===== config.mk =====
export PLATFORM = sky130hd
export DESIGN_NAME = ccmm_dev_flat
export DESIGN_NICKNAME = d
export VERILOG_FILES = /design/src/logic/ccmm_pkg.sv /design/src/logic/ccmm_link_if.sv /design/src/logic/ccmm_sync.sv /design/src/logic/ccmm_dev.sv /design/src/flat_wrapper.sv
export VERILOG_INCLUDE_DIRS = /design/src /design/src/logic
export SDC_FILE = /design/constraint.sdc
export NUM_CORES = 1
export LEC_CHECK = 0
export ABC_AREA = 1
export BUFFER_PORTS_ARGS = -buffer_cell sky130_fd_sc_hd__buf_4
export CAP_MARGIN = 20
export CORE_MARGIN = 3
export CORE_UTILIZATION = 37
export DETAILED_ROUTE_END_ITERATION = 7
export GPL_ROUTABILITY_DRIVEN = 0
export PLACE_DENSITY_LB_ADDON = 0.12
export SLEW_MARGIN = 15
export SYNTH_ARGS = -nofsm -noshare
export SYNTH_HDL_FRONTEND = slang
export SYNTH_SLANG_ARGS = --single-unit

===== constraint.sdc =====
create_clock -name ref_clk -period 1.79 [get_ports ref_clk]
set_input_delay 0.2685 -clock ref_clk [delete_from_list [all_inputs] [get_ports ref_clk]]
set_output_delay 0.2685 -clock ref_clk [all_outputs]
set_load 0.1 [all_outputs]

===== src/logic/ccmm_defines.svh =====
// Purpose: shared constants of the cascade serial link
// Assumes: 16-bit words, one word per frame
// Notes:   field positions, register codes, reset values and counts
`ifndef CCMM_DEFINES_SVH
`define CCMM_DEFINES_SVH
// ****************************************
// word layout
// ****************************************
`define CCMM_CTL_BIT    15
`define CCMM_ADDR_MSB   14
`define CCMM_ADDR_LSB   12
`define CCMM_REG_MSB    11
`define CCMM_REG_LSB    9
`define CCMM_DATA_MSB   8
`define CCMM_REG_MODE   3'h0
`define CCMM_REG_CLK    3'h1
`define CCMM_REG_CHAN   3'h3
`define CCMM_FAR_ADDR   3'h1
`define CCMM_NEAR_ADDR  3'h0
`define CCMM_INVALID    16'h7fff
// ****************************************
// reset values and timing counts
// ****************************************
`define CCMM_CLK_RST    4'h0
`define CCMM_CNT_RST    3'h1
`define CCMM_HALF_MIN   7'h08
`define CCMM_SMP_BASE   10'h040
// ****************************************
// host register offsets
// ****************************************
`define CCMM_OFF_CTRL   8'h00
`define CCMM_OFF_FAR    8'h04
`define CCMM_OFF_NEAR   8'h08
`define CCMM_OFF_STAT   8'h0c
`define CCMM_OFF_RXD    8'h10
`endif


===== src/logic/ccmm_pkg.sv =====
// Purpose: types of the cascade serial link
// Assumes: nothing
// Notes:   mode codes and register state of both ends
`default_nettype none
package ccmm_pkg;
	typedef enum logic [1:0]
	{
		CCMM_PROG  = 2'h0,
		CCMM_DATA  = 2'h1,
		CCMM_MIXED = 2'h2
	} ccmm_mode_t;

	typedef struct packed {
		logic [6:0]  div;
		logic        sclk;
		logic [9:0]  smp;
		ccmm_mode_t  mode;
		logic [2:0]  count;
		logic [3:0]  clkcfg;
		logic [5:0]  pwr;
		logic [17:0] gain;
		logic        ofs;
		logic        sdo;
		logic        tx_act;
		logic [3:0]  tx_cnt;
		logic [15:0] tx_sr;
		logic        own_pend;
		logic        fwd_pend;
		logic [15:0] fwd_word;
		logic        rx_act;
		logic [3:0]  rx_cnt;
		logic [15:0] rx_sr;
	} ccmm_dev_st_t;

	typedef struct packed {
		logic        sclk_p;
		logic        ifs;
		logic        sdi;
		logic        tx_act;
		logic [4:0]  tx_cnt;
		logic [31:0] tx_sr;
		logic        pend;
		logic        rx_act;
		logic [3:0]  rx_cnt;
		logic [15:0] rx_sr;
		logic [1:0]  gap;
		logic        mixed;
		logic [7:0]  vcount;
		logic [15:0] rxd;
		logic [15:0] far;
		logic [15:0] near;
		logic        pready;
		logic        pslverr;
		logic [31:0] prdata;
	} ccmm_host_st_t;
endpackage
`default_nettype wire


===== src/logic/ccmm_link_if.sv =====
// Purpose: framed serial link between host and first device
// Assumes: device end makes the serial clock
// Notes:   in a cascade the bench chains device links itself
`timescale 1ns/100ps
`default_nettype none
interface ccmm_link_if;
	logic serial_clock;
	logic output_frame_sync;
	logic serial_out;
	logic input_frame_sync;
	logic serial_in;

	modport dev
	(
		output serial_clock,
		output output_frame_sync,
		output serial_out,
		input  input_frame_sync,
		input  serial_in
	);

	modport host
	(
		input  serial_clock,
		input  output_frame_sync,
		input  serial_out,
		output input_frame_sync,
		output serial_in
	);
endinterface
`default_nettype wire


===== src/logic/ccmm_sync.sv =====
// Purpose: two-flop synchroniser for link inputs
// Assumes: inputs are levels from outside ref_clk
// Notes:   first stage feeds only the second
`timescale 1ns/100ps
`default_nettype none
module ccmm_sync
#(
	parameter int W = 2
)
(
	input  wire logic         ref_clk, // system clock
	input  wire logic         reset_n, // async reset
	input  wire logic [W-1:0] din,     // raw pins
	output logic      [W-1:0] dout     // synchronised
);
	typedef struct packed {
		logic [W-1:0] s1;
		logic [W-1:0] s2;
	} ccmm_sync_st_t;

	ccmm_sync_st_t q;
	ccmm_sync_st_t d;

	// shift through two stages
	always_comb
	begin
		d.s1 = din;
		d.s2 = q.s1;
	end

	always_ff @(posedge ref_clk or negedge reset_n)
	begin
		if (!reset_n)
			q <= '0;
		else
			q <= d;
	end

	assign dout = q.s2;
endmodule
`default_nettype wire


===== src/logic/ccmm_dev.sv =====
// Purpose: one converter end of the cascaded framed serial link
// Assumes: no frame-sync loop-back; upstream word arrives on input pins
// Notes:   makes its own serial clock from ref_clk by a divider
//
// Operation
// all devices frame together on first event
// upstream output sync feeds downstream input sync
// host alone chooses words sent per interval
// program mode: one output event per sample
// program-phase converter words invalid, host discards
// foreign control word: decrement address, forward
// host sends near word while far forwarded
// serial-port words reach all devices together
// clock word sets serial and sample rate
// each interval all devices frame own result
// host writes never cross into next interval
// host order: far word, then near word
// channel word powers channels, sets gains
// mode word sets count and mixed mode
// host sends cascade words with no gap
// valid words follow the switch to mixed
// far word enters first device with address 001
// no valid words before mixed or data
// address zero: apply locally, do not forward
//
// Added by the designer: the APB slave port and the register addresses.
`timescale 1ns/100ps
`default_nettype none
module ccmm_dev
	import ccmm_pkg::*;
(
	input  wire logic  ref_clk,   // system clock, 200 MHz
	input  wire logic  reset_n,   // async reset, active low
	ccmm_link_if.dev   lnk,       // serial link pins
	input  wire logic [14:0] adc_word, // current conversion result
	output ccmm_mode_t mode,      // operating mode
	output logic [2:0] dev_count, // devices in the cascade
	output logic [3:0] clk_cfg,   // serial and sample rate codes
	output logic [5:0] chan_pwr,  // channel power-up mask
	output logic [17:0] chan_gain // gain code per channel, 3 bits each
);
	`include "ccmm_defines.svh"

	ccmm_dev_st_t q;
	ccmm_dev_st_t d;
	logic [1:0]   pin_s;
	logic         ifs_s;
	logic         sdi_s;
	logic [6:0]   half;
	logic [9:0]   period;
	logic [17:0]  gain_new;
	logic [15:0]  rx_w;

	// ****************************************
	// input pins
	// ****************************************
	ccmm_sync #(.W(2)) u_sync
	(
		.ref_clk (ref_clk),
		.reset_n (reset_n),
		.din     ({lnk.input_frame_sync, lnk.serial_in}),
		.dout    (pin_s)
	);
	assign ifs_s = pin_s[1];
	assign sdi_s = pin_s[0];

	// rate codes scale the clock and sample interval
	assign half   = `CCMM_HALF_MIN << q.clkcfg[1:0];
	assign period = `CCMM_SMP_BASE << q.clkcfg[3:2];
	assign rx_w   = {q.rx_sr[14:0], sdi_s};

	// ****************************************
	// per-channel gain update
	// ****************************************
	genvar gi;
	generate
		for (gi = 0; gi < 6; gi++)
		begin : g_gain
			assign gain_new[gi*3 +: 3] = rx_w[gi] ?
				rx_w[`CCMM_DATA_MSB -: 3] : q.gain[gi*3 +: 3];
		end
	endgenerate

	// ****************************************
	// next state
	// ****************************************
	always_comb
	begin
		logic        rise;
		logic        fall;
		logic        free;
		logic        sample;
		logic [15:0] own;
		rise   = 1'b0;
		fall   = 1'b0;
		free   = 1'b0;
		sample = 1'b0;
		own    = `CCMM_INVALID;
		d      = q;

		// divider; >= copes with a rate change mid half-period
		if (q.div >= half - 7'h01)
		begin
			d.div  = 7'h00;
			d.sclk = ~q.sclk;
			rise   = ~q.sclk;
			fall   = q.sclk;
		end
		else
			d.div = q.div + 7'h01;

		// invalid words until mixed or data mode
		if (q.mode != CCMM_PROG)
			own = {1'b0, adc_word};

		// transmit on rising edges
		if (rise)
		begin
			// smp starts at zero so the first edge after reset frames every device at once
			sample = (q.smp == 10'h000);
			d.smp  = (q.smp >= period - 10'h001) ? 10'h000 : q.smp + 10'h001;
			free   = !q.tx_act || (q.tx_cnt == 4'hf);
			if (q.tx_act)
			begin
				d.ofs    = 1'b0;
				d.sdo    = q.tx_sr[14];
				d.tx_sr  = {q.tx_sr[14:0], 1'b0};
				d.tx_cnt = q.tx_cnt + 4'h1;
				if (q.tx_cnt == 4'hf)
				begin
					d.tx_act = 1'b0;
					d.sdo    = 1'b0;
				end
			end
			// one own word per interval, ahead of forwarded words
			if (free && (sample || q.own_pend))
			begin
				d.tx_act   = 1'b1;
				d.tx_cnt   = 4'h0;
				d.tx_sr    = own;
				d.sdo      = own[15];
				d.ofs      = 1'b1;
				d.own_pend = 1'b0;
			end
			else if (free && q.fwd_pend)
			begin
				d.tx_act   = 1'b1;
				d.tx_cnt   = 4'h0;
				d.tx_sr    = q.fwd_word;
				d.sdo      = q.fwd_word[15];
				d.ofs      = 1'b1;
				d.fwd_pend = 1'b0;
			end
			else if (sample)
				d.own_pend = 1'b1;
		end

		// receive on falling edges
		if (fall)
		begin
			if (q.rx_act)
			begin
				d.rx_sr  = rx_w;
				d.rx_cnt = q.rx_cnt + 4'h1;
				if (q.rx_cnt == 4'hf)
				begin
					d.rx_act = 1'b0;
					if (rx_w[`CCMM_CTL_BIT])
					begin
						if (rx_w[`CCMM_ADDR_MSB:`CCMM_ADDR_LSB] != 3'h0)
						begin
							// forward on the next rising edge, no gap
							d.fwd_pend = 1'b1;
							d.fwd_word = rx_w;
							d.fwd_word[`CCMM_ADDR_MSB:`CCMM_ADDR_LSB] =
								rx_w[`CCMM_ADDR_MSB:`CCMM_ADDR_LSB] - 3'h1;
						end
						else if (q.mode != CCMM_DATA)
						begin
							// addressed here; data mode ignores control words
							case (rx_w[`CCMM_REG_MSB:`CCMM_REG_LSB])
								`CCMM_REG_MODE:
								begin
									d.mode  = ccmm_mode_t'(rx_w[1:0]);
									d.count = rx_w[4:2];
								end
								`CCMM_REG_CLK:
									d.clkcfg = rx_w[3:0];
								`CCMM_REG_CHAN:
								begin
									d.pwr  = rx_w[5:0];
									d.gain = gain_new;
								end
								default:
									d.mode = q.mode;
							endcase
						end
					end
					else if (q.mode != CCMM_PROG && q.count > 3'h1)
					begin
						// upstream result passes on toward the host
						d.fwd_pend = 1'b1;
						d.fwd_word = rx_w;
					end
				end
			end
			else if (ifs_s)
			begin
				d.rx_act = 1'b1;
				d.rx_cnt = 4'h1;
				d.rx_sr  = {15'h0000, sdi_s};
			end
		end
	end

	// ****************************************
	// state register
	// ****************************************
	always_ff @(posedge ref_clk or negedge reset_n)
	begin
		if (!reset_n)
		begin
			q        <= '0;
			q.mode   <= CCMM_PROG;
			q.count  <= `CCMM_CNT_RST;
			q.clkcfg <= `CCMM_CLK_RST;
		end
		else
			q <= d;
	end

	// ****************************************
	// outputs
	// ****************************************
	assign lnk.serial_clock      = q.sclk;
	assign lnk.output_frame_sync = q.ofs;
	assign lnk.serial_out        = q.sdo;
	assign mode                  = q.mode;
	assign dev_count             = q.count;
	assign clk_cfg               = q.clkcfg;
	assign chan_pwr              = q.pwr;
	assign chan_gain             = q.gain;
endmodule
`default_nettype wire


===== src/flat_wrapper.sv =====
// flat-port wrapper written by rule: the top's interface ports become plain ports
module ccmm_dev_flat import ccmm_pkg::*;
  (ref_clk, reset_n, adc_word, mode, dev_count, clk_cfg, chan_pwr, chan_gain, lnk_serial_clock, lnk_output_frame_sync, lnk_serial_out, lnk_input_frame_sync, lnk_serial_in);
  ccmm_link_if lnk_i ();
  input  wire logic ref_clk;
  input  wire logic reset_n;
  input  wire logic [14:0] adc_word;
  output ccmm_mode_t mode;
  output logic [2:0] dev_count;
  output logic [3:0] clk_cfg;
  output logic [5:0] chan_pwr;
  output logic [17:0] chan_gain;
  output wire logic [$bits(lnk_i.serial_clock)-1:0] lnk_serial_clock;
  output wire logic [$bits(lnk_i.output_frame_sync)-1:0] lnk_output_frame_sync;
  output wire logic [$bits(lnk_i.serial_out)-1:0] lnk_serial_out;
  input wire logic [$bits(lnk_i.input_frame_sync)-1:0] lnk_input_frame_sync;
  input wire logic [$bits(lnk_i.serial_in)-1:0] lnk_serial_in;
  assign lnk_serial_clock = lnk_i.serial_clock;
  assign lnk_output_frame_sync = lnk_i.output_frame_sync;
  assign lnk_serial_out = lnk_i.serial_out;
  assign lnk_i.input_frame_sync = lnk_input_frame_sync;
  assign lnk_i.serial_in = lnk_serial_in;
  ccmm_dev u_core (.ref_clk(ref_clk), .reset_n(reset_n), .lnk(lnk_i), .adc_word(adc_word), .mode(mode), .dev_count(dev_count), .clk_cfg(clk_cfg), .chan_pwr(chan_pwr), .chan_gain(chan_gain));
endmodule

==> parameters.txt <==
Parameter                              Value

Critical path
  Max FO, Critical Path    6
  Sort of element at the end of the critical path    register
  Signal arrival time at the worst endpoint    2.18 ns
  CP Class    register to register
  Required time at the endpoint of the critical path    around 2.1 ns
  CP startpoint kind    register

Timing
  Count of final hold-check violations    0
  Ratio of final minimum period to clock period    105%
  FMAX    532 MHz
  Final setup slack of the worst path    -0.0893 ns
  Clock period minus worst slack    1.88 ns
  Max-slew violation count    0
  Worst Clk Skew    between 0.009 and 0.01 ns
  Final number of setup-violating endpoints    53
  Setup repair after global routing missed its margin    yes

CTS
  Root cell of the clock tree    sky130_fd_sc_hd__clkbuf_16
  CTS tree    yes
  Insertion delay to the later sink of the worst-skew pair    0.41 ns
  Clk slew on worst S/H paths    0.05 ns
  CTS H-tree lvls    4
  Number of buffers added by the clock tree synthesis step    17
  Worst-case clock buffer depth    2
  # clock sinks    115

Power
  Maximum resistive drop on vdd    0.793 mV
  Sw frac    37.9%
  Areal power density over the cells    1310 nW/um^2
  Post-layout power    about 11 mW
  Clock network fraction of total power    32.1%
  Internal cell power    about 6.7 mW
  Part of the power in registers    between 30% and 40%
  Comb power frac    33.7%
  LEAKAGE    roughly 4.2 nW
  Net Sw Power    4.06 mW

Synthesis
  Number of synthesis warnings    0
  Post-synthesis sequential element count    115
  Post-synth top flop    sky130_fd_sc_hd__dfrtp_1
  Netlist cell types    35
  Netlist area before placement    6170 um^2
  Net count after synthesis    827
  Post-synthesis cell type with the largest combined area    sky130_fd_sc_hd__dfrtp_1
  Cell types occupying the most area after synthesis    sky130_fd_sc_hd__dfrtp_1 46%, sky130_fd_sc_hd__nand2_1 19%, sky130_fd_sc_hd__buf_4 5.0%
  Area share of the leading cell type in the synthesized netlist    46.3%
  Sequential share of the synthesized area    46.7%
  Proportion of register bits with asynchronous set or reset after synthesis    100%
  Mean instance size in the synthesized netlist    between 7 and 8 um^2
  Gate count after technology mapping    794
  Number of synthesized flops with an enable pin    0

Routing
  Violation count after the first detailed-route iteration    246
  Number of remaining DRC errors    0
  Total wirelength of the detailed-routed design    15800 um
  Router iterations before antenna repair    4
  Drt wl/cell    approximately 14 um
  Via total after detailed routing    5251
  Vias/cell    4.79
  Antenna viol nets, final    0

Run status
  Status    finished with violations
  Failing checks    setup timing

Finish
  Share of post-route cells with drive strength above 1    32.1%
  Total inserted antenna cells    0
  Number of cells in the finished layout apart from fillers    1097
  Number of nets in the layout    roughly 900
  Layout overhead on the synthesized area    32.8%

Floorplan
  Effective utilization at floorplan    38.3%
  Vert. Die Dim    135 um
  X dimension of the die    135 um
  Total Die Area    18200 um^2
  Number of I/O pins    55
  Standard-cell rows    46
  Placeable Area    16100 um^2

Global routing
  Maximum number of pins on one net before global-route repair    between 40 and 50
  Initial antenna violation count    0
  Global-route wire length before repair    25800 um
  Remaining Overflow, GRT    0
  Overall fraction of global-route tracks in use    17.7%
  Vias in the first global route    approximately 5200

Place
  Pre-CTS setup slack    -0.186 ns
  Detailed-placement wirelength estimate    around 10000 um
  Instance count after placement with tap cells included    1044
  Port bufs    54

Min path
  Worst min-delay path class    input port to register

Run
  Max_cap viols    0
routing by layer:
layer	wire length, um	vias up	part of all wire (%)	track usage [%]
met4	143	0	0.91	4.54
met3	578	10	3.7	4.47
met2	7700	95	49	29.5
li1	-	2617	-	-
met5	0	-	0	0
met1	7350	2529	47	23.1
sequential cells by signal, indices dropped and copies added (netlist names):
name	cells
u_core.u_sync.d	2
u_core.lnk.serial_out	1
u_core.chan_pwr	6
u_core.mode	2
u_core.chan_gain	18
u_core.dev_count	3
u_core.q	75
u_core.lnk.output_frame_sync	1
u_core.u_sync.dout	2
u_core.lnk.serial_clock	1
u_core.clk_cfg	4
cell type report:
class	instances	area, um^2
timing repair buffer	114	1070
fill	1551	7930
tap	216	270
multi-input combinational	551	3100
clock inverter	13	149
inverter	69	267
sequential	115	2880
clock buffer	19	453
cell usage in the layout, fill, tap and decap left out, types with 3 or more instances in the layout:
cell,synthesis,final
sky130_fd_sc_hd__a21oi_1,11,9
sky130_fd_sc_hd__buf_12,0,10
sky130_fd_sc_hd__buf_4,41,87
sky130_fd_sc_hd__buf_6,3,12
sky130_fd_sc_hd__clkbuf_16,0,19
sky130_fd_sc_hd__clkinvlp_4,0,6
sky130_fd_sc_hd__dfrtp_1,114,113
sky130_fd_sc_hd__dlygate4sd3_1,0,3
sky130_fd_sc_hd__ha_1,14,11
sky130_fd_sc_hd__inv_1,68,65
sky130_fd_sc_hd__inv_2,1,3
sky130_fd_sc_hd__inv_6,0,4
sky130_fd_sc_hd__nand2_1,316,256
sky130_fd_sc_hd__nand2_2,6,51
sky130_fd_sc_hd__nand2_4,3,14
sky130_fd_sc_hd__nand2_8,0,7
sky130_fd_sc_hd__nand3_1,53,51
sky130_fd_sc_hd__nand3_2,2,3
sky130_fd_sc_hd__nand4_1,6,6
sky130_fd_sc_hd__nor2_1,40,30
sky130_fd_sc_hd__nor2_2,4,9
sky130_fd_sc_hd__nor2_4,7,12
sky130_fd_sc_hd__nor3_1,8,5
sky130_fd_sc_hd__nor3_2,0,3
sky130_fd_sc_hd__o21ai_0,27,8
sky130_fd_sc_hd__o21ai_1,2,18
sky130_fd_sc_hd__o21ai_2,1,4
sky130_fd_sc_hd__o22ai_1,15,10
sky130_fd_sc_hd__o22ai_2,0,5
sky130_fd_sc_hd__or2_2,16,16
sky130_fd_sc_hd__xor2_1,7,7
critical path: stages (launching register included):
cell                      delay [ns]
sky130_fd_sc_hd__dfrtp_1        0.41
sky130_fd_sc_hd__nor2_1         0.07
sky130_fd_sc_hd__ha_1           0.29
sky130_fd_sc_hd__nand2_2        0.05
sky130_fd_sc_hd__nor2_2         0.11
sky130_fd_sc_hd__nand2_2        0.10
sky130_fd_sc_hd__nand2_8        0.13
sky130_fd_sc_hd__nand3_4        0.11
sky130_fd_sc_hd__nor2_4         0.17
sky130_fd_sc_hd__buf_6          0.13
sky130_fd_sc_hd__nand2_8        0.07
sky130_fd_sc_hd__nand2_1        0.07
sky130_fd_sc_hd__nand2_1        0.05
cell usage after synthesis (7+ instances only):
cell	number
sky130_fd_sc_hd__dfrtp_1	114
sky130_fd_sc_hd__inv_1	68
sky130_fd_sc_hd__xor2_1	7
sky130_fd_sc_hd__nor2_4	7
sky130_fd_sc_hd__or2_2	16
sky130_fd_sc_hd__o22ai_1	15
sky130_fd_sc_hd__ha_1	14
sky130_fd_sc_hd__o21ai_0	27
sky130_fd_sc_hd__clkbuf_1	7
sky130_fd_sc_hd__nor3_1	8
sky130_fd_sc_hd__nor2_1	40
sky130_fd_sc_hd__nand3_1	53
sky130_fd_sc_hd__a21oi_1	11
sky130_fd_sc_hd__buf_4	41
sky130_fd_sc_hd__buf_2	11
sky130_fd_sc_hd__nand2_1	316
per-stage QoR:
| stage | setup TNS [ns] | instance area, um^2 | hold WS (ns) | utilization [%] |
|---|---|---|---|---|
| finish | -2.71 | 8190 | 0.307 | 50.8 |
| global route | -14.43 | 8190 | 0.324 | 50.8 |
| CTS | -4.40 | 7750 | 0.288 | 48.1 |
| detailed placement | -5.90 | 6820 | 0.239 | 42.3 |
| global placement | -4.04 | 6820 | 0.234 | 42.3 |
| floorplan | -0.0668 | 6170 | -0.0271 | - |
what timing repair did:
action	CTS	global route
resized for setup	59	96
endpoints found under the hold margin	26	0
cloned	2	4
pin swaps	3	31
endpoints found under the setup margin	90	111
hold buffers	3	0
setup buffers	6	6
power by group through the flow:
| stage | Combinational (mW) | Clock (mW) | Sequential, mW |
|---|---|---|---|
| after floorplan | 2.04 | 0 | 3.63 |
| after global placement | 3.04 | 0 | 3.63 |
| after detailed placement | 3.07 | 0 | 3.65 |
| after CTS | 3.27 | 3.52 | 3.64 |
| after global routing | 4.06 | 3.64 | 3.74 |
| final | 3.61 | 3.44 | 3.67 |
final timing paths:
check | from | end | slack (ns) | cells past startpoint
min in group asynchronous | reset_n | u_core.q[57]$_DFFE_PN0P_ | 0.33 | 2
max in group asynchronous | reset_n | u_core.dev_count[0]$_DFFE_PN1P_ | 0.83 | 3
min | adc_word[13] | u_core.q[52]$_DFFE_PN0P_ | 0.31 | 6
max | u_core.clk_cfg[1]$_DFFE_PN0P_ | u_core.q[23]$_DFFE_PN0P_ | -0.09 | 12
max reg2reg | u_core.clk_cfg[1]$_DFFE_PN0P_ | u_core.q[23]$_DFFE_PN0P_ | -0.09 | 12
min reg2reg | u_core.u_sync.d[1]$_DFF_PN0_ | u_core.u_sync.dout[1]$_DFF_PN0_ | 0.35 | 0
logic make-up (layout without fill, tap and decap cells):
logic type               count (synthesis)  count (layout)  share of synthesized area [%]
AND/OR/NAND/NOR                        464             467                           32.6
buffers and inverters                  131             215                           11.1
flip-flops                             115             115                           46.7
AO/OA/AOI/OAI                           61              61                           5.60
adder cells (fa/ha/maj)                 14              14                           2.84
XOR/XNOR                                 8               8                           1.14
other                                    1               1                         0.0608
No activity file was read; power rests on OpenSTA's default activity.
